===== src/logic/sldc_regs.vh =====
// Register offsets, field positions and reset values of the switch link debug and configuration bank.
`ifndef SLDC_REGS_VH
`define SLDC_REGS_VH
`define SLDC_IDX_DBG_CFG0    8'h10
`define SLDC_IDX_DBG_CFG1    8'h11
`define SLDC_IDX_DBG_SRC     8'h1f
`define SLDC_IDX_LSTAT_BASE  8'h20
`define SLDC_IDX_LSTAT_LAST  8'h28
`define SLDC_IDX_PSTAT_BASE  8'h40
`define SLDC_IDX_PSTAT_LAST  8'h47
`define SLDC_IDX_XCFG_BASE   8'h80
`define SLDC_IDX_XCFG_LAST   8'h88
`define SLDC_IDX_SFWD_BASE   8'ha0
`define SLDC_IDX_SFWD_LAST   8'ha7
`define SLDC_DBG_REQ_EN      1
`define SLDC_DBG_DRIVE_EN    0
`define SLDC_SRC_PIN         4
`define SLDC_SRC_CORE1       1
`define SLDC_SRC_CORE0       0
`define SLDC_XCFG_ENABLE     31
`define SLDC_XCFG_FIVE_WIRE  30
`define SLDC_XCFG_ERROR      27
`define SLDC_XCFG_CRED_OUT   26
`define SLDC_XCFG_CRED_IN    25
`define SLDC_XCFG_CREDIT_INIT_TOKEN      24
`define SLDC_XCFG_RX_RESET   23
`define SLDC_SFWD_ENABLE     31
`define SLDC_SFWD_PROC       8
`define SLDC_RESET_VALUE     32'h0000_0000
`define SLDC_UNMAPPED_VALUE  32'h0000_0000
`endif


===== src/logic/sldc_bank.v =====
// Control and status register bank of the message switch: debug line, link status, link config, static forwarding.
`timescale 1ns/1ps
// Overview of operation
// - Tile debug config bit 1 lets the shared debug line request debug of its core.
// - Tile debug config bit 0 lets the core halted flag drive the shared debug line.
// - Debug source bit 4 set when the external pin caused the last debug event.
// - Debug source bits 1 and 0 show which core caused the last debug event.
// - Link status bits 25:24 read the kind of target sourcing the link.
// - Link status bits 23:16 read the destination link number while in use.
// - External link status bits 11:8 hold a writable direction, reset zero.
// - External and processor link status bits 5:4 hold a writable network number.
// - Link status bit 2 reads one while the current packet is junk.
// - Link status bits 1 and 0 read destination side and source side busy.
// - Config bit 31 enables or disables the external link and selects pin muxing.
// - Config bit 30 selects two wire (0) or five wire (1) mode, reset zero.
// - Config bit 27 flags receive overflow or illegal token encoding.
// - Config bit 26 reads that local end has issued credit to the remote end.
// - Config bit 25 reads that local end holds credit; send only with credit.
// - Writing one to config bit 24 clears local credit and sends a greeting token.
// - Writing one to config bit 23 resets the receiver to start a new token.
// - Config bits 21:11 hold minimum idle clocks between symbols, minus one.
// - Config bits 10:0 hold minimum idle clocks between tokens, minus one.
// - Static forwarding enable sends all received traffic to a local channel end.
// - Static config holds destination processor bit 8 and channel end bits 4:0.
// - Static config registers in order map to links C, D, A, B, G, H, E, F.
`include "sldc_regs.vh"
module sldc_bank #(
  parameter NXL = 9,
  parameter NPL = 8,
  parameter NSF = 8
) (
  input  wire                 clk,
  input  wire                 nrst,
  input  wire [9:0]           avs_address,
  input  wire                 avs_read,
  input  wire                 avs_write,
  input  wire [31:0]          avs_writedata,
  input  wire [3:0]           avs_byteenable,
  output reg  [31:0]          avs_readdata,
  output wire                 avs_waitrequest,
  input  wire                 debug_pin_in_n,
  output wire                 debug_pin_oe_n,
  input  wire [1:0]           core_halted_flag,
  output wire [1:0]           core_debug_req,
  input  wire [2*NXL-1:0]     xl_src_kind,
  input  wire [8*NXL-1:0]     xl_dest_link,
  input  wire [NXL-1:0]       xl_junk,
  input  wire [NXL-1:0]       xl_dest_busy,
  input  wire [NXL-1:0]       xl_src_busy,
  input  wire [2*NPL-1:0]     pl_src_kind,
  input  wire [8*NPL-1:0]     pl_dest_link,
  input  wire [NPL-1:0]       pl_junk,
  input  wire [NPL-1:0]       pl_dest_busy,
  input  wire [NPL-1:0]       pl_src_busy,
  input  wire [NXL-1:0]       xl_rx_overflow,
  input  wire [NXL-1:0]       xl_rx_bad_token,
  input  wire [NXL-1:0]       xl_credit_issued_set,
  input  wire [NXL-1:0]       xl_credit_held_set,
  output wire [NXL-1:0]       xl_enable,
  output wire [NXL-1:0]       xl_five_wire,
  output wire [4*NXL-1:0]     xl_direction,
  output wire [2*NXL-1:0]     xl_network,
  output wire [2*NPL-1:0]     pl_network,
  output wire [11*NXL-1:0]    xl_symbol_gap,
  output wire [11*NXL-1:0]    xl_token_gap,
  output reg  [NXL-1:0]       xl_send_credit_init_token,
  output reg  [NXL-1:0]       xl_rx_reset,
  output wire [NXL-1:0]       xl_tx_allowed,
  output wire [NSF-1:0]       sf_enable,
  output wire [NSF-1:0]       sf_dest_proc,
  output wire [5*NSF-1:0]     sf_dest_chanend
);

  reg  [1:0]       dbg_cfg0_ff;
  reg  [1:0]       dbg_cfg1_ff;
  reg  [2:0]       dbg_src_ff;
  reg              pin_s1_ff;
  reg              pin_s2_ff;
  reg              line_prev_ff;
  reg  [NXL-1:0]   xen_ff;
  reg  [NXL-1:0]   xfive_ff;
  reg  [NXL-1:0]   xerr_ff;
  reg  [NXL-1:0]   xcred_out_ff;
  reg  [NXL-1:0]   xcred_in_ff;
  reg  [4*NXL-1:0] xdir_ff;
  reg  [2*NXL-1:0] xnet_ff;
  reg  [2*NPL-1:0] pnet_ff;
  reg  [11*NXL-1:0] xsym_ff;
  reg  [11*NXL-1:0] xtok_ff;
  reg  [NSF-1:0]   sen_ff;
  reg  [NSF-1:0]   sproc_ff;
  reg  [5*NSF-1:0] schan_ff;
  reg              rd_done_ff;

  wire [7:0]  idx  = avs_address[9:2];
  wire        wr   = avs_write;
  wire [31:0] be_mask = {{8{avs_byteenable[3]}}, {8{avs_byteenable[2]}},
                         {8{avs_byteenable[1]}}, {8{avs_byteenable[0]}}};
  wire [31:0] wd   = avs_writedata & be_mask;

  // Writes complete at once; a read waits one cycle so that read data comes from a flip-flop.
  assign avs_waitrequest = avs_read & ~rd_done_ff;

  // Shared debug line: pin low, or any enabled halted core driving it.
  wire core0_drive = core_halted_flag[0] & dbg_cfg0_ff[`SLDC_DBG_DRIVE_EN];
  wire core1_drive = core_halted_flag[1] & dbg_cfg1_ff[`SLDC_DBG_DRIVE_EN];
  wire pin_active  = ~pin_s2_ff;
  wire shared_debug_line = pin_active | core0_drive | core1_drive;
  // The pin is open drain; its output is pulled low while the enable is low.
  assign debug_pin_oe_n = ~(core0_drive | core1_drive);
  assign core_debug_req[0] = shared_debug_line & dbg_cfg0_ff[`SLDC_DBG_REQ_EN];
  assign core_debug_req[1] = shared_debug_line & dbg_cfg1_ff[`SLDC_DBG_REQ_EN];
  wire debug_event = shared_debug_line & ~line_prev_ff;

  assign xl_enable     = xen_ff;
  assign xl_five_wire  = xfive_ff;
  assign xl_direction  = xdir_ff;
  assign xl_network    = xnet_ff;
  assign pl_network    = pnet_ff;
  assign xl_symbol_gap = xsym_ff;
  assign xl_token_gap  = xtok_ff;
  assign xl_tx_allowed = xcred_in_ff & xen_ff;
  assign sf_enable       = sen_ff;
  assign sf_dest_proc    = sproc_ff;
  assign sf_dest_chanend = schan_ff;

  integer i;
  always @(posedge clk or negedge nrst) begin
    if (!nrst) begin
      dbg_cfg0_ff   <= 2'h0;
      dbg_cfg1_ff   <= 2'h0;
      dbg_src_ff    <= 3'h0;
      pin_s1_ff     <= 1'b1;
      pin_s2_ff     <= 1'b1;
      line_prev_ff  <= 1'b0;
      xen_ff        <= {NXL{1'b0}};
      xfive_ff      <= {NXL{1'b0}};
      xerr_ff       <= {NXL{1'b0}};
      xcred_out_ff  <= {NXL{1'b0}};
      xcred_in_ff   <= {NXL{1'b0}};
      xdir_ff       <= {4*NXL{1'b0}};
      xnet_ff       <= {2*NXL{1'b0}};
      pnet_ff       <= {2*NPL{1'b0}};
      xsym_ff       <= {11*NXL{1'b0}};
      xtok_ff       <= {11*NXL{1'b0}};
      sen_ff        <= {NSF{1'b0}};
      sproc_ff      <= {NSF{1'b0}};
      schan_ff      <= {5*NSF{1'b0}};
      xl_send_credit_init_token <= {NXL{1'b0}};
      xl_rx_reset   <= {NXL{1'b0}};
      rd_done_ff    <= 1'b0;
      avs_readdata  <= `SLDC_RESET_VALUE;
    end else begin
      pin_s1_ff    <= debug_pin_in_n;
      pin_s2_ff    <= pin_s1_ff;
      line_prev_ff <= shared_debug_line;
      xl_send_credit_init_token <= {NXL{1'b0}};
      xl_rx_reset   <= {NXL{1'b0}};
      rd_done_ff   <= avs_read & ~rd_done_ff;

      // Software writes first; hardware events below take precedence in the same cycle.
      if (wr) begin
        if (idx == `SLDC_IDX_DBG_CFG0 && avs_byteenable[0])
          dbg_cfg0_ff <= avs_writedata[1:0];
        if (idx == `SLDC_IDX_DBG_CFG1 && avs_byteenable[0])
          dbg_cfg1_ff <= avs_writedata[1:0];
        if (idx == `SLDC_IDX_DBG_SRC && avs_byteenable[0])
          dbg_src_ff <= {avs_writedata[`SLDC_SRC_PIN], avs_writedata[`SLDC_SRC_CORE1:`SLDC_SRC_CORE0]};
      end
      for (i = 0; i < NXL; i = i + 1) begin
        if (wr && idx == `SLDC_IDX_LSTAT_BASE + i[7:0]) begin
          if (avs_byteenable[1])
            xdir_ff[4*i +: 4] <= avs_writedata[11:8];
          if (avs_byteenable[0])
            xnet_ff[2*i +: 2] <= avs_writedata[5:4];
        end
        if (wr && idx == `SLDC_IDX_XCFG_BASE + i[7:0]) begin
          if (avs_byteenable[3]) begin
            xen_ff[i]   <= avs_writedata[`SLDC_XCFG_ENABLE];
            xfive_ff[i] <= avs_writedata[`SLDC_XCFG_FIVE_WIRE];
          end
          xsym_ff[11*i +: 11] <= (wd[21:11] & be_mask[21:11]) | (xsym_ff[11*i +: 11] & ~be_mask[21:11]);
          xtok_ff[11*i +: 11] <= (wd[10:0] & be_mask[10:0]) | (xtok_ff[11*i +: 11] & ~be_mask[10:0]);
          if (wd[`SLDC_XCFG_CREDIT_INIT_TOKEN])
            xl_send_credit_init_token[i] <= 1'b1;
          if (wd[`SLDC_XCFG_RX_RESET]) begin
            xl_rx_reset[i] <= 1'b1;
            xerr_ff[i]     <= 1'b0;
          end
        end
        // Credit: greeting write clears held credit, remote credit sets it; set wins.
        if (xl_credit_held_set[i])
          xcred_in_ff[i] <= 1'b1;
        else if (wr && idx == `SLDC_IDX_XCFG_BASE + i[7:0] && wd[`SLDC_XCFG_CREDIT_INIT_TOKEN])
          xcred_in_ff[i] <= 1'b0;
        if (xl_credit_issued_set[i])
          xcred_out_ff[i] <= 1'b1;
        else if (!xen_ff[i])
          xcred_out_ff[i] <= 1'b0;
        if (xl_rx_overflow[i] | xl_rx_bad_token[i])
          xerr_ff[i] <= 1'b1;
      end
      for (i = 0; i < NPL; i = i + 1) begin
        if (wr && idx == `SLDC_IDX_PSTAT_BASE + i[7:0] && avs_byteenable[0])
          pnet_ff[2*i +: 2] <= avs_writedata[5:4];
      end
      for (i = 0; i < NSF; i = i + 1) begin
        // Index order C, D, A, B, G, H, E, F is carried by port order of sf_*.
        if (wr && idx == `SLDC_IDX_SFWD_BASE + i[7:0]) begin
          if (avs_byteenable[3])
            sen_ff[i] <= avs_writedata[`SLDC_SFWD_ENABLE];
          if (avs_byteenable[1])
            sproc_ff[i] <= avs_writedata[`SLDC_SFWD_PROC];
          if (avs_byteenable[0])
            schan_ff[5*i +: 5] <= avs_writedata[4:0];
        end
      end
      if (debug_event) begin
        dbg_src_ff <= {pin_active, core1_drive, core0_drive};
      end

      if (avs_read && !rd_done_ff) begin
        avs_readdata <= `SLDC_UNMAPPED_VALUE;
        if (idx == `SLDC_IDX_DBG_CFG0)
          avs_readdata <= {30'h0000_0000, dbg_cfg0_ff};
        if (idx == `SLDC_IDX_DBG_CFG1)
          avs_readdata <= {30'h0000_0000, dbg_cfg1_ff};
        if (idx == `SLDC_IDX_DBG_SRC)
          avs_readdata <= {27'h000_0000, dbg_src_ff[2], 2'h0, dbg_src_ff[1:0]};
        for (i = 0; i < NXL; i = i + 1) begin
          if (idx == `SLDC_IDX_LSTAT_BASE + i[7:0])
            avs_readdata <= {6'h00, xl_src_kind[2*i +: 2], xl_dest_link[8*i +: 8], 4'h0,
                             xdir_ff[4*i +: 4], 2'h0, xnet_ff[2*i +: 2], 1'b0,
                             xl_junk[i], xl_dest_busy[i], xl_src_busy[i]};
          if (idx == `SLDC_IDX_XCFG_BASE + i[7:0])
            avs_readdata <= {xen_ff[i], xfive_ff[i], 2'h0, xerr_ff[i], xcred_out_ff[i], xcred_in_ff[i],
                             3'h0, xsym_ff[11*i +: 11], xtok_ff[11*i +: 11]};
        end
        for (i = 0; i < NPL; i = i + 1) begin
          if (idx == `SLDC_IDX_PSTAT_BASE + i[7:0])
            avs_readdata <= {6'h00, pl_src_kind[2*i +: 2], pl_dest_link[8*i +: 8], 10'h000,
                             pnet_ff[2*i +: 2], 1'b0, pl_junk[i], pl_dest_busy[i], pl_src_busy[i]};
        end
        for (i = 0; i < NSF; i = i + 1) begin
          if (idx == `SLDC_IDX_SFWD_BASE + i[7:0])
            avs_readdata <= {sen_ff[i], 22'h00_0000, sproc_ff[i], 3'h0, schan_ff[5*i +: 5]};
        end
      end
    end
  end

endmodule


===== config.mk =====
export PLATFORM = sky130hd
export DESIGN_NAME = sldc_bank
export DESIGN_NICKNAME = d
export VERILOG_FILES = /design/src/logic/sldc_bank.v
export VERILOG_INCLUDE_DIRS = /design/src /design/src/logic
export SDC_FILE = /design/constraint.sdc
export NUM_CORES = 1
export LEC_CHECK = 0
export BUFFER_PORTS_ARGS = -buffer_cell sky130_fd_sc_hd__buf_2
export CAP_MARGIN = 20
export CORE_AREA = 2 2 282 284
export CTS_CLUSTER_SIZE = 24
export DETAILED_ROUTE_END_ITERATION = 12
export DIE_AREA = 0 0 284 286
export HOLD_SLACK_MARGIN = 0.06
export PLACE_DENSITY_LB_ADDON = 0.08
export SETUP_SLACK_MARGIN = 0.5
export SYNTH_ARGS = -nofsm -noshare
export SYNTH_HDL_FRONTEND = slang
export SYNTH_SLANG_ARGS = --single-unit

===== constraint.sdc =====
create_clock -name clk -period 2.1 [get_ports clk]
set_input_delay 0.21 -clock clk [delete_from_list [all_inputs] [get_ports clk]]
set_output_delay 0.21 -clock clk [all_outputs]
set_load 0.05 [all_outputs]

# ---- Word-level counts from Yosys, hierarchy flattened
# Cells that the tools add are included.
dict set report totals {
  register_bits 430
  in_bits 310
  elab_cells 496
}
dict set report op_classes {
  n_eq_ne 46
  muxes 115
  bitwise_logic 64
  reduce_logical 148
}
# op n
set ops {}
lappend ops {{$mux 32} 36}
lappend ops {{$and 11x11->11} 20}
lappend ops {{$or 11x11->11} 18}
lappend ops {{$eq 8x8->1 const B} 17}
lappend ops {{$reduce_and 2->1} 63}
lappend ops {{$mux 1} 75}
lappend ops {{$eq 8x6->1 const B} 9}
lappend ops {{$eq 8x7->1 const B} 8}
lappend ops {{$reduce_bool 2->1} 29}
lappend ops {{$logic_and 1x1->1} 55}
lappend ops {{$and 25x25->25} 1}
lappend ops {{$eq 8x5->1 const B} 3}
lappend ops {{$not 11->11} 2}
lappend ops {{$ne 2x2->1 const B} 9}
lappend ops {{$or 1x1->1} 12}
lappend ops {{$and 9x9->9} 1}
lappend ops {{$mux 3} 3}
lappend ops {{$and 1x1->1} 6}
lappend ops {{$not 1->1} 4}
lappend ops {{$mux 2} 1}
lappend ops {{$logic_not 1->1} 1}

# ---- Longest topological paths before layout
dict set report logic_depth {
  word_depth 38
  depth_mapped 11
  depth_no_buf 8
}

# ---- Least setup slack after synthesis
# OpenSTA, ideal clock, no wires.
dict set report synth_timing {
  path_kind {register to register}
  start {register rd_done_ff}
  end {register avs_readdata[22]}
  setup_time_ns 0.067
  arrival_ns 2.098
  required_time_ns 2.033
  path_slack_ns -0.065
  stages_incl_launch_ff 9
  path_buffers 1
  synth_period_minus_slack_ns 2.165
  cell_sequence {dfrtp_1 > nand2b_1 > inv_1 > clkbuf_1 > o21ai_1 > nor2_1 > o221ai_1 > a31oi_1 > a221o_1}
}
dict set report synth_via {
  elab_chain_len 2
}
# item line
set synth_lines {}
lappend synth_lines {{start: declaration} sldc_bank.v:93} ;# reg rd_done_ff;
lappend synth_lines {{start signal: assignment} sldc_bank.v:159} ;# rd_done_ff <= avs_read & ~rd_done_ff;
lappend synth_lines {{$logic_not 1->1} sldc_bank.v:222} ;# if (avs_read && !rd_done_ff) begin
lappend synth_lines {{$logic_and 1x1->1} sldc_bank.v:222}
lappend synth_lines {{end signal: assignment} sldc_bank.v:223} ;# avs_readdata <= `SLDC_UNMAPPED_VALUE;
lappend synth_lines {{end signal: assignment} sldc_bank.v:225} ;# avs_readdata <= {30'h0000_0000, dbg_cfg0_ff};
lappend synth_lines {{end signal: assignment} sldc_bank.v:227} ;# avs_readdata <= {30'h0000_0000, dbg_cfg1_ff};
lappend synth_lines {{end: declaration} sldc_bank.v:39} ;# output reg [31:0] avs_readdata,
# No other way between the ends.
# A chain may end at the register's enable or synchronous reset.

# ---- Worst setup path in the final report
dict set report layout_timing {
  start {register dbg_cfg1_ff[1]}
  end {register avs_readdata[1]}
}
dict set report layout_via {
  elab_chain_len 36
}
# item line
set layout_lines {}
lappend layout_lines {{start: declaration} sldc_bank.v:75} ;# reg [1:0] dbg_cfg1_ff;
lappend layout_lines {{start signal: assignment} sldc_bank.v:166} ;# dbg_cfg1_ff <= avs_writedata[1:0];
lappend layout_lines {{$mux 32} sldc_bank.v:226} ;# if (idx == `SLDC_IDX_DBG_CFG1)
lappend layout_lines {{$mux 32} sldc_bank.v:228} ;# if (idx == `SLDC_IDX_DBG_SRC)
lappend layout_lines {{$mux 32} sldc_bank.v:231} ;# if (idx == `SLDC_IDX_LSTAT_BASE + i[7:0])
lappend layout_lines {{$mux 32} sldc_bank.v:235} ;# if (idx == `SLDC_IDX_XCFG_BASE + i[7:0])
lappend layout_lines {{$mux 32} sldc_bank.v:231}
lappend layout_lines {{$mux 32} sldc_bank.v:235}
lappend layout_lines {{$mux 32} sldc_bank.v:231}
lappend layout_lines {{$mux 32} sldc_bank.v:235}
lappend layout_lines {{[... 6 more ...]} -}
lappend layout_lines {{$mux 32} sldc_bank.v:231}
lappend layout_lines {{$mux 32} sldc_bank.v:235}
lappend layout_lines {{$mux 32} sldc_bank.v:231}
lappend layout_lines {{$mux 32} sldc_bank.v:235}
lappend layout_lines {{$mux 32} sldc_bank.v:231}
lappend layout_lines {{$mux 32} sldc_bank.v:235}
lappend layout_lines {{$mux 32 (8 in series)} sldc_bank.v:240} ;# if (idx == `SLDC_IDX_PSTAT_BASE + i[7:0])
lappend layout_lines {{$mux 32 (8 in series)} sldc_bank.v:245} ;# if (idx == `SLDC_IDX_SFWD_BASE + i[7:0])
lappend layout_lines {{end signal: assignment} sldc_bank.v:236} ;# avs_readdata <= {xen_ff[i], xfive_ff[i], 2'h0, xerr_ff[i], xcred_out_ff[i], xcred_in_ff[i],
lappend layout_lines {{end signal: assignment} sldc_bank.v:241} ;# avs_readdata <= {6'h00, pl_src_kind[2*i +: 2], pl_dest_link[8*i +: 8], 10'h000,
lappend layout_lines {{end signal: assignment} sldc_bank.v:246} ;# avs_readdata <= {sen_ff[i], 22'h00_0000, sproc_ff[i], 3'h0, schan_ff[5*i +: 5]};
# No other way between the ends.

==> results.toml <==
[worst_setup_path]
critPathMaxStageDelay_ns = 0.39
cp-end-kind = "flip-flop"
timing.rr.start = "dbg_cfg1_ff[1]"
path_cells = "mux2_2 -> a22oi_2 -> o22ai_2 -> a21oi_2 -> o31ai_4 -> buf_4 -> a221oi_4 -> o21ai_1"
path_max_fanout = 2
cp.required_ns = 2.60
cp-start-kind = "flip-flop"
worstSetupPathType = "flip-flop to flip-flop"
r2r-end = "avs_readdata[1]"
crit_arrival_ns = 2.49
critPathSlowestCell = "dfrtp_1"
reg2reg_depth = 8
regToRegSetupSlack_ns = 0.11

[logic_synthesis]
yosys_register_bits = 428
synth-async-reset-ratio_pct = 100
yosys_warnings = 0
synth_edf_count = 0
yosysTopAreaCellShare_pct = 49.1
yosys-top-cells-count = "dfrtp_1, mux2_2, nand2_1"
synth_cell_types = 85
syn_avg_cell_area_um2 = 11.0
synth_cells = 1969
yosysSeqAreaShare_pct = 49.4
synthFlopType = "dfrtp_1"
synth.largest_area_cell = "dfrtp_1"
syn-cell-area_um2 = 21700
synth_most_common_cell = "dfrtp_1"
synthTopCellsByArea = "dfrtp_1, mux2_2, o21ai_0"

[sta]
tns_ns = 0
slew-limit-headroom_pct = 49.1
fin_crit_ns = 1.99
min_period_over_period_pct = 94.8
hold_ws_ns = 0.0935
setup_viol = 0
rsz0062_at_grt = "yes"
fin_ws_ns = 0.109
clock_skew_ns = 0.0268
hold_viol = 0
worstMarginPinSlew_ns = 0.764
max_freq_mhz = 502
slew_viol_final = 0

[clocking]
cts_root_buf = "clkbuf_16"
ctsHtreeMaxLevel = 2
cts.sinks = 428
cts.path.max_buffers = 3
clk_latency_ns = 0.63
cts_tree = "built"
clk_pin_slew_worst_paths_ns = 0.06
numCtsBuffers = 53

[floorplanning]
die_w_um = 284
num_rows = 103
design.core.area_um2 = 78400
num_io_pins = 715
die-area_um2 = 81200
start_util_pct = 27.7
die_y_um = 286

[pwr]
power_density_nw_per_um2 = 580
pwr-share-clk_pct = 44.0
combPwrFrac_pct = 16.6
p_leak_nw = 18.9
sequentialPowerShare_pct = 39.4
switchingPower_mw = 6.61
irDropWorstVdd_mv = 0.528
sw_frac_of_total_pct = 29.7
intPower_mw = 15.6

[global_routing]
overflow = 0
grt_pass1_vias = 24713
gr-usage-all-layers_pct = 34.1
grt_start_max_net_pins = 61
antenna_found_initial = 13
grt_pass1_wl_mm = 196

[drt]
drtIter0Drc = 2218
wl_per_cell_um = 32.3
dr.pass1.iters = 6
drc_errors = 0
vias = 24427
routed_via_density = 5.47
drt-total-wl_mm = 144
postRouteAntennaNets = 0

[finish]
area_delta_synth_final_pct = 76.8
final_util_pct = 49.0
drive_above_1_share_pct = 62.7
final_area_um2 = 38400
nets = 3668

[min_path]
whs_path_depth = 4
min_from = "pl_src_kind[5]"
hp-class = "input port to flip-flop"
worstHoldEndpoint = "avs_readdata[25]"

[placed_design]
dp_hpwl_mm = 113
placed_area_um2 = 31500
portBuffers = 704
place_ws_ns = -0.687
gp_congestion = 0.977

[flow_run]
maxCapViolCount = 0

[outcome]
status = "complete, no violations"
[metal layers]
layer / GRT usage [%] / vias up / wire length (um)
met2: 56.3 / 1236 / 68500
li1: - / 10300 / -
met3: 5.40 / 278 / 9310
met4: 13.3 / 4 / 6440
met1: 44.7 / 12609 / 60000
met5: 0 / - / 16
[power by group through the flow]
stage | Sequential, mW | Clock (mW) | Combinational, mW
2_1_floorplan | 9.51 | 0 | 0.787
3_3_place_gp | 8.89 | 0 | 3.13
3_5_place_dp | 8.89 | 0 | 3.14
4_1_cts | 8.75 | 9.94 | 3.56
5_1_grt | 8.78 | 10.3 | 3.81
6_report | 8.77 | 9.80 | 3.69
[per-stage QoR]
step | power (mW) | instances
finish | 22.3 | 4462
global route | 22.8 | 4457
CTS | 22.3 | 4395
detailed placement | 12.0 | 4103
global placement | 12.0 | 4103
floorplan | 10.3 | 1970
[kinds of logic (layout without fill, tap and decap cells)]
logic type	after synthesis	in the layout	share of synthesized area (%)
flops	428	428	49.4
xor+xnor	1	1	0.0404
buf+inv	145	1574	3.23
compound gates	582	582	18.7
other cells	1	14	0.0173
simple gates	474	475	11.2
mux	338	338	17.5
[final cells by class]
type	instances	area (um^2)
fill	7434	40000
multi-input combinational	1398	12800
timing repair buffer	1465	11600
sequential	428	10700
clock buffer	75	1600
tap	1050	1310
clock inverter	22	250
inverter	12	47.5
antenna	12	30.0
[worst max-delay path, delay by kind of cell, from the launching register on]
| family | cells | cell delay [ns] |
|---|---|---|
| multiplexers | 1 | 0.29 |
| flip-flops | 1 | 0.39 |
| AO/OA/AOI/OAI | 6 | 1.05 |
| buffers and inverters | 1 | 0.15 |
[worst max path at each step]
stage                       end            from  cells after the start
5_1_grt         avs_readdata[1]  dbg_cfg1_ff[1]                      8
2_1_floorplan  avs_readdata[16]  avs_address[6]                      9
3_3_place_gp    avs_readdata[1]  avs_address[6]                     11
6_report        avs_readdata[1]  dbg_cfg1_ff[1]                      8
4_1_cts         avs_readdata[1]  dbg_cfg1_ff[1]                      8
3_5_place_dp    avs_readdata[1]  avs_address[6]                     11
[repair_timing]
action                                  4_1_cts  5_1_grt
pin swaps                                    98      109
cloned                                        7        0
hold buffers                                 87        0
gates resized for setup                     449      259
setup buffers                               101       55
endpoints found under the hold margin       218        0
endpoints found under the setup margin      282      297
[cell usage in the layout (no fill, tap or decap), types with 86 or more instances in the layout]
master	count
nor2_1	94
buf_2	559
dlygate4sd3_1	86
dfrtp_1	409
o21ai_0	89
buf_6	116
nand2_1	118
buf_12	87
mux2_4	184
buf_4	555
mux2_2	149
(Power assumes the default switching activity.)
